**src/hw/pbcc_regs.vh**
```
// Register map, field positions, reset values and timing counts
`ifndef PBCC_REGS_VH
`define PBCC_REGS_VH

// ===========================================================
// Register word offsets (byte addresses)
`define PBCC_ADDR_W 8
`define PBCC_OFS_CTRL 8'h00
`define PBCC_OFS_BWC 8'h04

// ===========================================================
// Control register fields
`define PBCC_IE_BIT 7
`define PBCC_FLAG_BIT 6
`define PBCC_LON_BIT 5
`define PBCC_BCS_BIT 4

// ===========================================================
// Bandwidth control register fields
`define PBCC_AUTO_BIT 7
`define PBCC_LOCK_BIT 6
`define PBCC_ACQ_BIT 5

// ===========================================================
// Reset values
`define PBCC_CTRL_RST 8'h20
`define PBCC_BWC_RST 8'h00

// ===========================================================
// Switchover: edges of each source to wait out
`define PBCC_SWITCH_EDGES 2'h3

// ===========================================================
// Bus responses
`define PBCC_RESP_OKAY 2'h0
`define PBCC_RESP_SLVERR 2'h2

`endif

```
**src/hw/pbcc_top.v**
```verilog
// Base clock selector and PLL control registers behind AXI4-Lite
//
// How it works
// - Base output is selected source halved, 50 percent.
// - Select one takes VCO clock, zero oscillator.
// - Hold output static three edges per source.
// - Select cannot be set while loop off.
// - Loop enable stays set while VCO selected.
// - Reset sets loop enable, clears select.
// - Interrupt enable locked, reads zero in manual.
// - Lock change sets flag; flag and enable interrupt in automatic.
// - Flag reads zero in manual; reset clears.
// - Reading control register clears the flag.
// - Interrupt output from lock detector path.
// - Bandwidth mode one automatic, zero manual.
// - Lock reads detector in automatic, else zero.
// - Acquisition bit status in auto, control manual.
// - Manual acquisition value kept through automatic.
// - Acquisition one tracking, zero acquisition; reset zero.
// - Reference clock is filtered, resynchronised oscillator copy.
// - Bus clock is source divided by four.
`timescale 1ns/1ns
`include "pbcc_regs.vh"
`default_nettype none

module pbcc_top (
  // Clock and reset
  input wire ref_clk,
  input wire rst,
  // AXI4-Lite write address
  input wire s_axi_awvalid,
  output wire s_axi_awready,
  input wire [`PBCC_ADDR_W-1:0] s_axi_awaddr,
  input wire [2:0] s_axi_awprot,
  // AXI4-Lite write data
  input wire s_axi_wvalid,
  output wire s_axi_wready,
  input wire [31:0] s_axi_wdata,
  input wire [3:0] s_axi_wstrb,
  // AXI4-Lite write response
  output wire s_axi_bvalid,
  input wire s_axi_bready,
  output wire [1:0] s_axi_bresp,
  // AXI4-Lite read address
  input wire s_axi_arvalid,
  output wire s_axi_arready,
  input wire [`PBCC_ADDR_W-1:0] s_axi_araddr,
  input wire [2:0] s_axi_arprot,
  // AXI4-Lite read data
  output wire s_axi_rvalid,
  input wire s_axi_rready,
  output wire [31:0] s_axi_rdata,
  output wire [1:0] s_axi_rresp,
  // Source clocks and detector pins
  input wire osc_clk,
  input wire vco_div_clk,
  input wire lock_det_in,
  input wire track_det_in,
  // Clock outputs
  output wire base_clk_out,
  output wire bus_clk_out,
  output wire pll_ref_clk,
  // Loop control and interrupt
  output wire loop_enable,
  output wire auto_bw_mode,
  output wire track_not_acquire,
  output wire switch_busy,
  output wire pll_irq
);

  // =========================================================
  // Helpers
  localparam ST_RUN = 2'b01;
  localparam ST_HOLD = 2'b10;

  // One-hot register select from a byte address
  function [1:0] reg_sel;
    input [`PBCC_ADDR_W-1:0] a;
    begin
      reg_sel[0] = (a[`PBCC_ADDR_W-1:2] == `PBCC_OFS_CTRL >> 2);
      reg_sel[1] = (a[`PBCC_ADDR_W-1:2] == `PBCC_OFS_BWC >> 2);
    end
  endfunction

  // Saturating edge counter for the switchover wait
  function [1:0] sat_inc;
    input [1:0] c;
    input ev;
    begin
      if (ev && c != `PBCC_SWITCH_EDGES) begin
        sat_inc = c + 2'h1;
      end else begin
        sat_inc = c;
      end
    end
  endfunction

  // =========================================================
  // Pin synchronisers
  // Bit 0 osc, 1 vco, 2 lock, 3 track. Sources must run well
  // below a quarter of ref_clk or edges are lost.
  reg [3:0] s1_r;
  reg [3:0] s2_r;
  reg [3:0] s3_r;
  reg [3:0] f_r;
  reg [3:0] prev_r;
  wire [3:0] agree;
  wire [3:0] f_nxt;
  wire osc_rise;
  wire vco_rise;
  wire lock_chg;

  assign agree = ~(s2_r ^ s3_r);
  assign f_nxt = (s2_r & agree) | (f_r & ~agree);

  always @(posedge ref_clk) begin
    if (rst) begin
      s1_r <= 4'h0;
      s2_r <= 4'h0;
      s3_r <= 4'h0;
      f_r <= 4'h0;
      prev_r <= 4'h0;
    end else begin
      s1_r <= {track_det_in, lock_det_in, vco_div_clk, osc_clk};
      s2_r <= s1_r;
      s3_r <= s2_r;
      f_r <= f_nxt;
      prev_r <= f_r;
    end
  end

  assign osc_rise = f_r[0] & ~prev_r[0];
  assign vco_rise = f_r[1] & ~prev_r[1];
  assign lock_chg = f_r[2] ^ prev_r[2];
  assign pll_ref_clk = f_r[0];

  // =========================================================
  // AXI4-Lite handshakes
  reg awready_r;
  reg wready_r;
  reg bvalid_r;
  reg [1:0] bresp_r;
  reg arready_r;
  reg rvalid_r;
  reg [31:0] rdata_r;
  reg [1:0] rresp_r;
  reg [`PBCC_ADDR_W-1:0] awaddr_q;
  reg [31:0] wdata_q;
  reg [3:0] wstrb_q;
  wire wr_go;
  wire rd_go;
  wire [1:0] wsel;
  wire [1:0] rsel;
  wire rd_ctrl;

  // Both halves held and no response pending
  assign wr_go = ~awready_r & ~wready_r & ~bvalid_r;
  assign rd_go = s_axi_arvalid & arready_r;
  assign wsel = reg_sel(awaddr_q);
  assign rsel = reg_sel(s_axi_araddr);
  assign rd_ctrl = rd_go & rsel[0];

  // =========================================================
  // Register state
  reg ie_r;
  reg flag_r;
  reg lon_r;
  reg bcs_r;
  reg auto_r;
  reg acq_r;
  reg irq_r;
  reg ie_nxt;
  reg flag_nxt;
  reg lon_nxt;
  reg bcs_nxt;
  reg auto_nxt;
  reg acq_nxt;
  reg [7:0] ctrl_rd;
  reg [7:0] bwc_rd;

  // Switch state, read by the write logic
  reg [1:0] st_r;
  reg act_sel_r;

  always @* begin
    ie_nxt = ie_r;
    lon_nxt = lon_r;
    bcs_nxt = bcs_r;
    auto_nxt = auto_r;
    acq_nxt = acq_r;
    if (wr_go && wstrb_q[0] && wsel[0]) begin
      if (auto_r) begin
        ie_nxt = wdata_q[`PBCC_IE_BIT];
      end
      // Also held while a switch away from VCO is pending
      lon_nxt = wdata_q[`PBCC_LON_BIT] | bcs_r | act_sel_r;
      if (!wdata_q[`PBCC_BCS_BIT]) begin
        bcs_nxt = 1'b0;
      end else if (lon_nxt) begin
        bcs_nxt = 1'b1;
      end
    end
    if (wr_go && wstrb_q[0] && wsel[1]) begin
      auto_nxt = wdata_q[`PBCC_AUTO_BIT];
      // Lock bit position is not stored on write
      if (!auto_r) begin
        acq_nxt = wdata_q[`PBCC_ACQ_BIT];
      end
    end
    // Set beats a read in the same cycle
    flag_nxt = lock_chg | (flag_r & ~rd_ctrl);
  end

  always @* begin
    ctrl_rd = 8'h00;
    ctrl_rd[`PBCC_IE_BIT] = ie_r & auto_r;
    ctrl_rd[`PBCC_FLAG_BIT] = flag_r & auto_r;
    ctrl_rd[`PBCC_LON_BIT] = lon_r;
    ctrl_rd[`PBCC_BCS_BIT] = bcs_r;
    bwc_rd = 8'h00;
    bwc_rd[`PBCC_AUTO_BIT] = auto_r;
    bwc_rd[`PBCC_LOCK_BIT] = f_r[2] & auto_r;
    // Status in automatic mode, stored value in manual
    bwc_rd[`PBCC_ACQ_BIT] = auto_r ? f_r[3] : acq_r;
  end

  always @(posedge ref_clk) begin
    if (rst) begin
      ie_r <= |(`PBCC_CTRL_RST & (8'h01 << `PBCC_IE_BIT));
      flag_r <= 1'b0;
      lon_r <= 1'b1;
      bcs_r <= 1'b0;
      auto_r <= 1'b0;
      acq_r <= 1'b0;
      irq_r <= 1'b0;
    end else begin
      ie_r <= ie_nxt;
      flag_r <= flag_nxt;
      lon_r <= lon_nxt;
      bcs_r <= bcs_nxt;
      auto_r <= auto_nxt;
      acq_r <= acq_nxt;
      irq_r <= flag_r & ie_r & auto_r;
    end
  end

  // =========================================================
  // Bus slave sequencing
  always @(posedge ref_clk) begin
    if (rst) begin
      awready_r <= 1'b1;
      wready_r <= 1'b1;
      bvalid_r <= 1'b0;
      bresp_r <= `PBCC_RESP_OKAY;
      arready_r <= 1'b1;
      rvalid_r <= 1'b0;
      rdata_r <= 32'h0;
      rresp_r <= `PBCC_RESP_OKAY;
      awaddr_q <= {`PBCC_ADDR_W{1'b0}};
      wdata_q <= 32'h0;
      wstrb_q <= 4'h0;
    end else begin
      if (s_axi_awvalid && awready_r) begin
        awaddr_q <= s_axi_awaddr;
        awready_r <= 1'b0;
      end
      if (s_axi_wvalid && wready_r) begin
        wdata_q <= s_axi_wdata;
        wstrb_q <= s_axi_wstrb;
        wready_r <= 1'b0;
      end
      if (wr_go) begin
        bvalid_r <= 1'b1;
        bresp_r <= (wsel != 2'h0) ? `PBCC_RESP_OKAY
                                  : `PBCC_RESP_SLVERR;
      end
      if (bvalid_r && s_axi_bready) begin
        bvalid_r <= 1'b0;
        awready_r <= 1'b1;
        wready_r <= 1'b1;
      end
      if (rd_go) begin
        arready_r <= 1'b0;
        rvalid_r <= 1'b1;
        if (rsel[0]) begin
          rdata_r <= {24'h0, ctrl_rd};
          rresp_r <= `PBCC_RESP_OKAY;
        end else if (rsel[1]) begin
          rdata_r <= {24'h0, bwc_rd};
          rresp_r <= `PBCC_RESP_OKAY;
        end else begin
          rdata_r <= 32'h0;
          rresp_r <= `PBCC_RESP_SLVERR;
        end
      end
      if (rvalid_r && s_axi_rready) begin
        rvalid_r <= 1'b0;
        arready_r <= 1'b1;
      end
    end
  end

  // =========================================================
  // Glitch-free base clock selector
  // The output toggles only on edges of the active source;
  // during a switch it freezes, so no pulse is shorter than
  // a full period of the faster source.
  reg base_r;
  reg bus_r;
  reg [1:0] cnt_osc_r;
  reg [1:0] cnt_vco_r;
  reg [1:0] st_nxt;
  reg act_sel_nxt;
  reg base_nxt;
  reg bus_nxt;
  reg [1:0] cnt_osc_nxt;
  reg [1:0] cnt_vco_nxt;
  wire src_rise;

  assign src_rise = act_sel_r ? vco_rise : osc_rise;

  always @* begin
    st_nxt = st_r;
    act_sel_nxt = act_sel_r;
    base_nxt = base_r;
    bus_nxt = bus_r;
    cnt_osc_nxt = cnt_osc_r;
    cnt_vco_nxt = cnt_vco_r;
    case (st_r)
      ST_RUN: begin
        if (bcs_r != act_sel_r) begin
          st_nxt = ST_HOLD;
          cnt_osc_nxt = 2'h0;
          cnt_vco_nxt = 2'h0;
        end else if (src_rise) begin
          base_nxt = ~base_r;
          if (!base_r) begin
            bus_nxt = ~bus_r;
          end
        end
      end
      ST_HOLD: begin
        // Wait out edges in each source domain
        cnt_osc_nxt = sat_inc(cnt_osc_r, osc_rise);
        cnt_vco_nxt = sat_inc(cnt_vco_r, vco_rise);
        if (cnt_osc_r == `PBCC_SWITCH_EDGES &&
            cnt_vco_r == `PBCC_SWITCH_EDGES) begin
          act_sel_nxt = bcs_r;
          st_nxt = ST_RUN;
        end
      end
      default: begin
        st_nxt = ST_RUN;
      end
    endcase
  end

  always @(posedge ref_clk) begin
    if (rst) begin
      st_r <= ST_RUN;
      act_sel_r <= 1'b0;
      base_r <= 1'b0;
      bus_r <= 1'b0;
      cnt_osc_r <= 2'h0;
      cnt_vco_r <= 2'h0;
    end else begin
      st_r <= st_nxt;
      act_sel_r <= act_sel_nxt;
      base_r <= base_nxt;
      bus_r <= bus_nxt;
      cnt_osc_r <= cnt_osc_nxt;
      cnt_vco_r <= cnt_vco_nxt;
    end
  end

  // =========================================================
  // Outputs, all straight from flip-flops
  assign s_axi_awready = awready_r;
  assign s_axi_wready = wready_r;
  assign s_axi_bvalid = bvalid_r;
  assign s_axi_bresp = bresp_r;
  assign s_axi_arready = arready_r;
  assign s_axi_rvalid = rvalid_r;
  assign s_axi_rdata = rdata_r;
  assign s_axi_rresp = rresp_r;
  assign base_clk_out = base_r;
  assign bus_clk_out = bus_r;
  assign loop_enable = lon_r;
  assign auto_bw_mode = auto_r;
  // Drives the stored manual value in both modes
  assign track_not_acquire = acq_r;
  assign switch_busy = st_r[1];
  assign pll_irq = irq_r;

endmodule // pbcc_top

`default_nettype wire

```
**config.mk**
```make
export PLATFORM = sky130hd
export DESIGN_NAME = pbcc_top
export DESIGN_NICKNAME = d
export VERILOG_FILES = /design/src/hw/pbcc_top.v
export VERILOG_INCLUDE_DIRS = /design/src /design/src/hw
export SDC_FILE = /design/constraint.sdc
export NUM_CORES = 1
export LEC_CHECK = 0
export BUFFER_PORTS_ARGS = -buffer_cell sky130_fd_sc_hd__buf_2
export CAP_MARGIN = 20
export CORE_MARGIN = 2
export CORE_UTILIZATION = 45
export DETAILED_ROUTE_END_ITERATION = 12
export PLACE_DENSITY_LB_ADDON = 0.1
export SLEW_MARGIN = 20
export SYNTH_ARGS = -nofsm -noshare
export SYNTH_HDL_FRONTEND = slang
export SYNTH_SLANG_ARGS = --single-unit
```
**constraint.sdc**
```tcl
create_clock -name ref_clk -period 3.6 [get_ports ref_clk]
set_clock_uncertainty 0.15 [all_clocks]
set_input_delay 0.54 -clock ref_clk [delete_from_list [all_inputs] [get_ports ref_clk]]
set_output_delay 0.54 -clock ref_clk [all_outputs]
set_load 0.02 [all_outputs]
```
==> results of run 1 <==
==> through the flow <==
step	util, %	instances	hold WS (ns)	cell area [sq um]
floorplan	-	299	0.264	2570
global placement	50.3	373	0.265	2620
detailed placement	50.3	373	0.278	2620
CTS	52.0	381	0.289	2710
global route	52.0	381	0.284	2710
finish	52.0	381	0.294	2710
==> sequential cells by signal, indices dropped and copies added (netlist names), 2 cells and up, named ones only <==
register     cells
awaddr_q         6
cnt_osc_r        2
cnt_vco_r        2
prev_r           3
s1_r             4
s2_r             4
s3_r             4
s_axi_rdata      4
st_r             2
wdata_q          3
==> power by group <==
group | leakage [nW] | total [mW] | switching, mW | internal [mW]
sequential | 0.457 | 0.660 | 0.0200 | 0.640
combinational | 0.601 | 0.129 | 0.0891 | 0.0404
clock | 0.0510 | 0.348 | 0.194 | 0.154
total | 1.11 | 1.14 | 0.303 | 0.835
==> logic make-up after synthesis <==
family | count (synthesis)
fa+ha+maj | 2
simple gates | 101
compound gates | 50
mux | 8
xor+xnor | 3
flops | 56
buf+inv | 49
other cells | 1
==> layout by cell type, fill, tap and decap left out, types with 3 or more instances in the layout <==
cell	count
o221ai_1	4
nor4_2	3
nor2b_1	20
a21oi_1	25
clkbuf_8	6
dfxtp_1	56
or3_1	5
buf_2	45
o21ai_0	8
nor2_1	8
nand2b_1	3
nand3_1	10
conb_1	30
nand3b_1	3
mux2i_1	4
nor3_1	6
nand2_1	29
inv_1	7
==> final timing paths <==
path,cells after the start,end,from
hold / removal,1,s2_r[3],s1_r[3]
hold reg to reg,1,s2_r[3],s1_r[3]
setup / recovery,3,bus_clk_out,act_sel_r
setup reg to reg,3,bus_clk_out,act_sel_r
==> synthesized netlist by cell type, types with 5 or more instances <==
cell	number	share of area, %
o21ai_0	8	1.6
or3_1	5	1.3
buf_4	30	9.1
nand2_1	29	4.4
dfxtp_1	56	45
inv_1	7	1.1
a21oi_1	25	5.1
nor2_1	8	1.2
nor2b_1	20	5.1
clkbuf_1	8	1.2
nand3_1	10	2.0
nor3_1	6	1.2
==> routing by layer <==
layer,vias to the layer above,routed length [microns],global-route usage (%),part of all wire (%)
li1,961,-,-,-
met1,882,2320,21.2,52
met2,52,1910,23.6,43
met3,4,212,3.56,4.7
met4,0,41,4.74,0.91
met5,-,0,0,0
==> area by class of cell <==
type,instances,area (sq um)
well taps,70,87.6
fillers,515,2500
clock buffers,6,82.6
repair buffers,46,233
clock inverters,2,10.0
inverters,7,26.3
flip-flops and latches,56,1120
multi-input cells,194,1150
==> impl_metrics.py, run 1 <==
metrics = {
    "status": {
        "outcome": "finished, final reports clean",
    },
    "final_layout": {
        "layout-drive-gt1-share_pct": 19.9,
        "num_antenna_cells": 0,
        "area_growth_pct": 9.84,
        "final_nets": 381,
    },
    "placed_design": {
        "io_buffers": 45,
        "hpwl_microns": 3170,
        "routabilityCongestion": 0.711,
        "pre_cts_ws_ns": 1.78,
    },
    "clock_tree": {
        "clockBufferDepth": 2,
        "clock_tree.root_cell": "clkbuf_8",
        "cts_resized": 0,
        "clk_pin_slew_ns": 0.10,
        "cts_setup_buffers": 0,
        "tritoncts": "yes",
        "h-tree-depth": 2,
        "cts_sinks": 56,
        "cts_hold_buf": 0,
        "insertion_delay_ns": 0.30,
        "cts_made_buffers": 5,
    },
    "sta": {
        "slew_viol_final": 0,
        "rsz0062_at_grt": "false",
        "final-hold-violation-count": 0,
        "min_period_ns": 1.81,
        "fmax_ghz": 0.553,
        "tightestPinTransition_ns": 0.540,
        "period_share_pct": 50.2,
        "finalSetupViolCount": 0,
        "slew_headroom_pct": 63.5,
        "setup_slack_ns": 1.79,
        "tns_ns": 0,
    },
    "job": {
        "drv_cap": 0,
    },
    "die": {
        "io_pins": 118,
        "die_h_microns": 78.0,
        "row_count": 26,
        "initial_core_util_pct": 47.4,
        "core_area_sq_mm": 0.00520,
        "die_area_sq_mm": 0.00609,
        "die_w_microns": 78.0,
    },
    "pwr": {
        "ir_drop_mv": 0.190,
        "powerDensity_mw_per_mm2": 420,
        "power_leakage_nw": 1.11,
        "power_mw": 1.14,
    },
    "setup_path": {
        "worstPathMaxFanout": 7,
        "critPathBufInv": 0,
        "rrSetupSlack_ns": 1.79,
        "endpoint_kind": "flop",
        "cpMaxStageDelayCell": "or3b_4",
        "path_cells": "or3b_4 > a2111oi_4 > mux2_1",
        "critPathKind": "reg2reg",
        "arrival_ns": 1.85,
        "required_ns": 3.64,
        "cp-start-kind": "flop",
        "critical-path-max-stage-delay_ns": 0.45,
        "crit_family": "simple AND/OR/NAND/NOR gates",
    },
    "logic_synthesis": {
        "synth_cell_types": 46,
        "synth-seq-area-share_pct": 45.5,
        "synth_top_family_by_area": "simple AND/OR/NAND/NOR gates",
        "synth_compound_area_share_pct": 13.2,
        "syn-instance-count": 270,
        "yosys_register_bits": 56,
        "synth_edf_count": 0,
        "synthArstFlopShare_pct": 0,
        "synthXorXnorAreaFrac_pct": 1.07,
        "synthFlopType": "dfxtp_1",
        "synth.avg_cell_area_sq_um": 9.13,
        "ys_warn_count": 0,
        "syn_area_sq_mm": 0.00247,
        "synthMuxAreaShare_pct": 3.45,
        "synth-simple-area-share_pct": 23.3,
        "synthAdderAreaFrac_pct": 1.01,
    },
    "routing": {
        "num_vias": 1899,
        "route.detailed.drc": 0,
        "dr.pass1.iters": 4,
        "viasPerCell": 4.98,
        "drtIter0Drc": 76,
        "wl_per_cell_microns": 11.8,
        "ant_nets": 0,
        "routed_wl_microns": 4480,
    },
    "grt": {
        "grt_max_degree": 43,
        "antenna_found_initial": 0,
        "grtUsageTotal_pct": 15.3,
        "grt_pass1_wl_microns": 7560,
        "grt-ovfl-total": 0,
        "grt_pass1_vias": 1724,
    },
    "worst_hold_path": {
        "hold_path.class": "reg2reg",
    },
}
Power figures use the tool's default switching activity.
==> run 2: changes to the inputs <==
Clock period 3.6 ns to 1.8 ns, I/O delays scaled along.
==> run 2 against run 1 <==
Clock power rose by 140%; sequential share of layout area fell by 1.5 points; first-iteration DRC count fell by 34%; critical endpoint unchanged.
==> impl_metrics.py, run 2 (same netlist as run 1, synthesis figures left out) <==
metrics = {
    "sta": {
        "slew_viol_final": 0,
        "tns_ns": 0,
        "period_share_pct": 93.9,
        "min_period_ns": 1.69,
        "fmax_ghz": 0.592,
        "slew_headroom_pct": 56.6,
        "setup_slack_ns": 0.110,
        "final-hold-violation-count": 0,
        "finalSetupViolCount": 0,
        "rsz0062_at_grt": "false",
        "tightestPinTransition_ns": 0.643,
    },
    "routing": {
        "route.detailed.drc": 0,
        "routed_wl_microns": 4570,
        "routed.top_layer": "met4",
        "wl_met3_microns": 208,
        "wl_per_cell_microns": 11.7,
        "viasPerCell": 4.94,
        "dr.pass1.iters": 4,
        "wl_met2_microns": 2060,
        "ant_nets": 0,
        "num_vias": 1923,
        "drtIter0Drc": 50,
        "met1_length_microns": 2240,
    },
    "grt": {
        "grt_max_degree": 37,
        "grtUsageTotal_pct": 15.7,
        "grt_pass1_vias": 1696,
        "antenna_found_initial": 0,
        "grt-ovfl-total": 0,
        "grt_pass1_wl_microns": 7710,
    },
    "die": {
        "die_area_sq_mm": 0.00609,
        "io_pins": 118,
        "initial_core_util_pct": 47.4,
        "core_area_sq_mm": 0.00520,
        "die_w_microns": 78.0,
        "die_h_microns": 78.0,
        "row_count": 26,
    },
    "final_layout": {
        "num_antenna_cells": 0,
        "multiInputGateArea_sq_mm": 0.00115,
        "instances_no_fill": 389,
        "final.fill_count": 511,
        "final_nets": 389,
        "largest_reg_flops": 6,
        "area_growth_pct": 14.1,
        "layout-drive-gt1-share_pct": 22.6,
        "mostFrequentLayoutCells": "55 x dfxtp_1, 45 x buf_2, 30 x conb_1, 29 x nand2_1, 25 x a21oi_1",
        "final_common_cell": "dfxtp_1",
        "top_register": "awaddr_q",
        "seqCellArea_sq_mm": 0.00112,
    },
    "clock_tree": {
        "clock_tree.root_cell": "clkbuf_8",
        "tritoncts": "yes",
        "clockBufferDepth": 2,
        "clk_pin_slew_ns": 0.10,
        "cts_made_buffers": 5,
        "cts_sinks": 56,
        "cts_setup_buffers": 0,
        "h-tree-depth": 2,
        "insertion_delay_ns": 0.31,
    },
    "status": {
        "outcome": "finished, final reports clean",
    },
    "job": {
        "drv_cap": 0,
    },
    "pwr": {
        "powerDensity_mw_per_mm2": 861,
        "power_leakage_nw": 1.16,
        "power_mw": 2.42,
        "ir_drop_mv": 0.438,
    },
    "setup_path": {
        "path_cells": "or3b_4 > a2111oi_4 > mux2_1",
        "cp-start-kind": "flop",
        "worstPathMaxFanout": 2,
        "critPathKind": "reg2reg",
        "cpMaxStageDelayCell": "or3b_4",
        "required_ns": 1.85,
        "r2r_cells": 3,
        "arrival_ns": 1.74,
        "critical-path-max-stage-delay_ns": 0.41,
        "endpoint_kind": "flop",
    },
    "placed_design": {
        "placed_cells": 381,
        "pre_cts_ws_ns": 0.128,
        "routabilityCongestion": 0.718,
        "io_buffers": 45,
        "hpwl_microns": 3430,
    },
    "worst_hold_path": {
        "hold_path.class": "in2reg",
        "holdPathStages": 2,
    },
}
-- run 2: power breakdown --
group / switching, mW / internal [mW]
sequential: 0.0310 / 1.28
combinational: 0.193 / 0.0931
clock: 0.404 / 0.419
total: 0.628 / 1.79
-- run 2: path summary, 6_finish.rpt --
check             startpoint     endpoint  slack [ns]
hold reg to reg      s1_r[1]      s2_r[1]        0.30
setup / recovery   act_sel_r  bus_clk_out        0.11
setup reg to reg   act_sel_r  bus_clk_out        0.11
hold / removal       osc_clk      s1_r[0]        0.02
-- run 2: area by class of cell --
class | count | share of cell area (%)
Timing Repair Buffer | 54 | 10.9
Sequential cell | 56 | 39.9
Clock buffer | 5 | 2.45
Clock inverter | 3 | 1.69
Tap cell | 70 | 3.11
Multi-Input combinational cell | 194 | 41.1
Inverter | 7 | 0.934
-- run 2: stage by stage --
stage          instance area (sq um)  hold WS [ns]  util [%]
4_1_cts                         2810        0.0110      53.9
2_1_floorplan                   2580         0.220         -
6_report                        2810        0.0192      54.0
5_1_grt                         2810        0.0148      54.0
3_3_place_gp                    2690         0.264      51.7
3_5_place_dp                    2690         0.280      51.7
-- run 2: what timing repair did --
| action | 4_1_cts | 5_1_grt |
|---|---|---|
| hold buffers | 0 | 0 |
| endpoints found under the setup margin | 0 | 1 |
| gates resized for setup | 0 | 1 |
-- run 2: routing by layer --
layer	up-vias	track usage (%)
met4	0	6.49
li1	976	-
met2	51	24.7
met5	-	0
met3	5	2.76
met1	891	21.4
-- run 2: worst max-delay path, delay by kind of cell, from the launching register on --
family,cells,cell delay [ns]
AOI/OAI and AO/OA,1,0.35
and+or+nand+nor,1,0.41
DFF,1,0.33
muxes,1,0.34
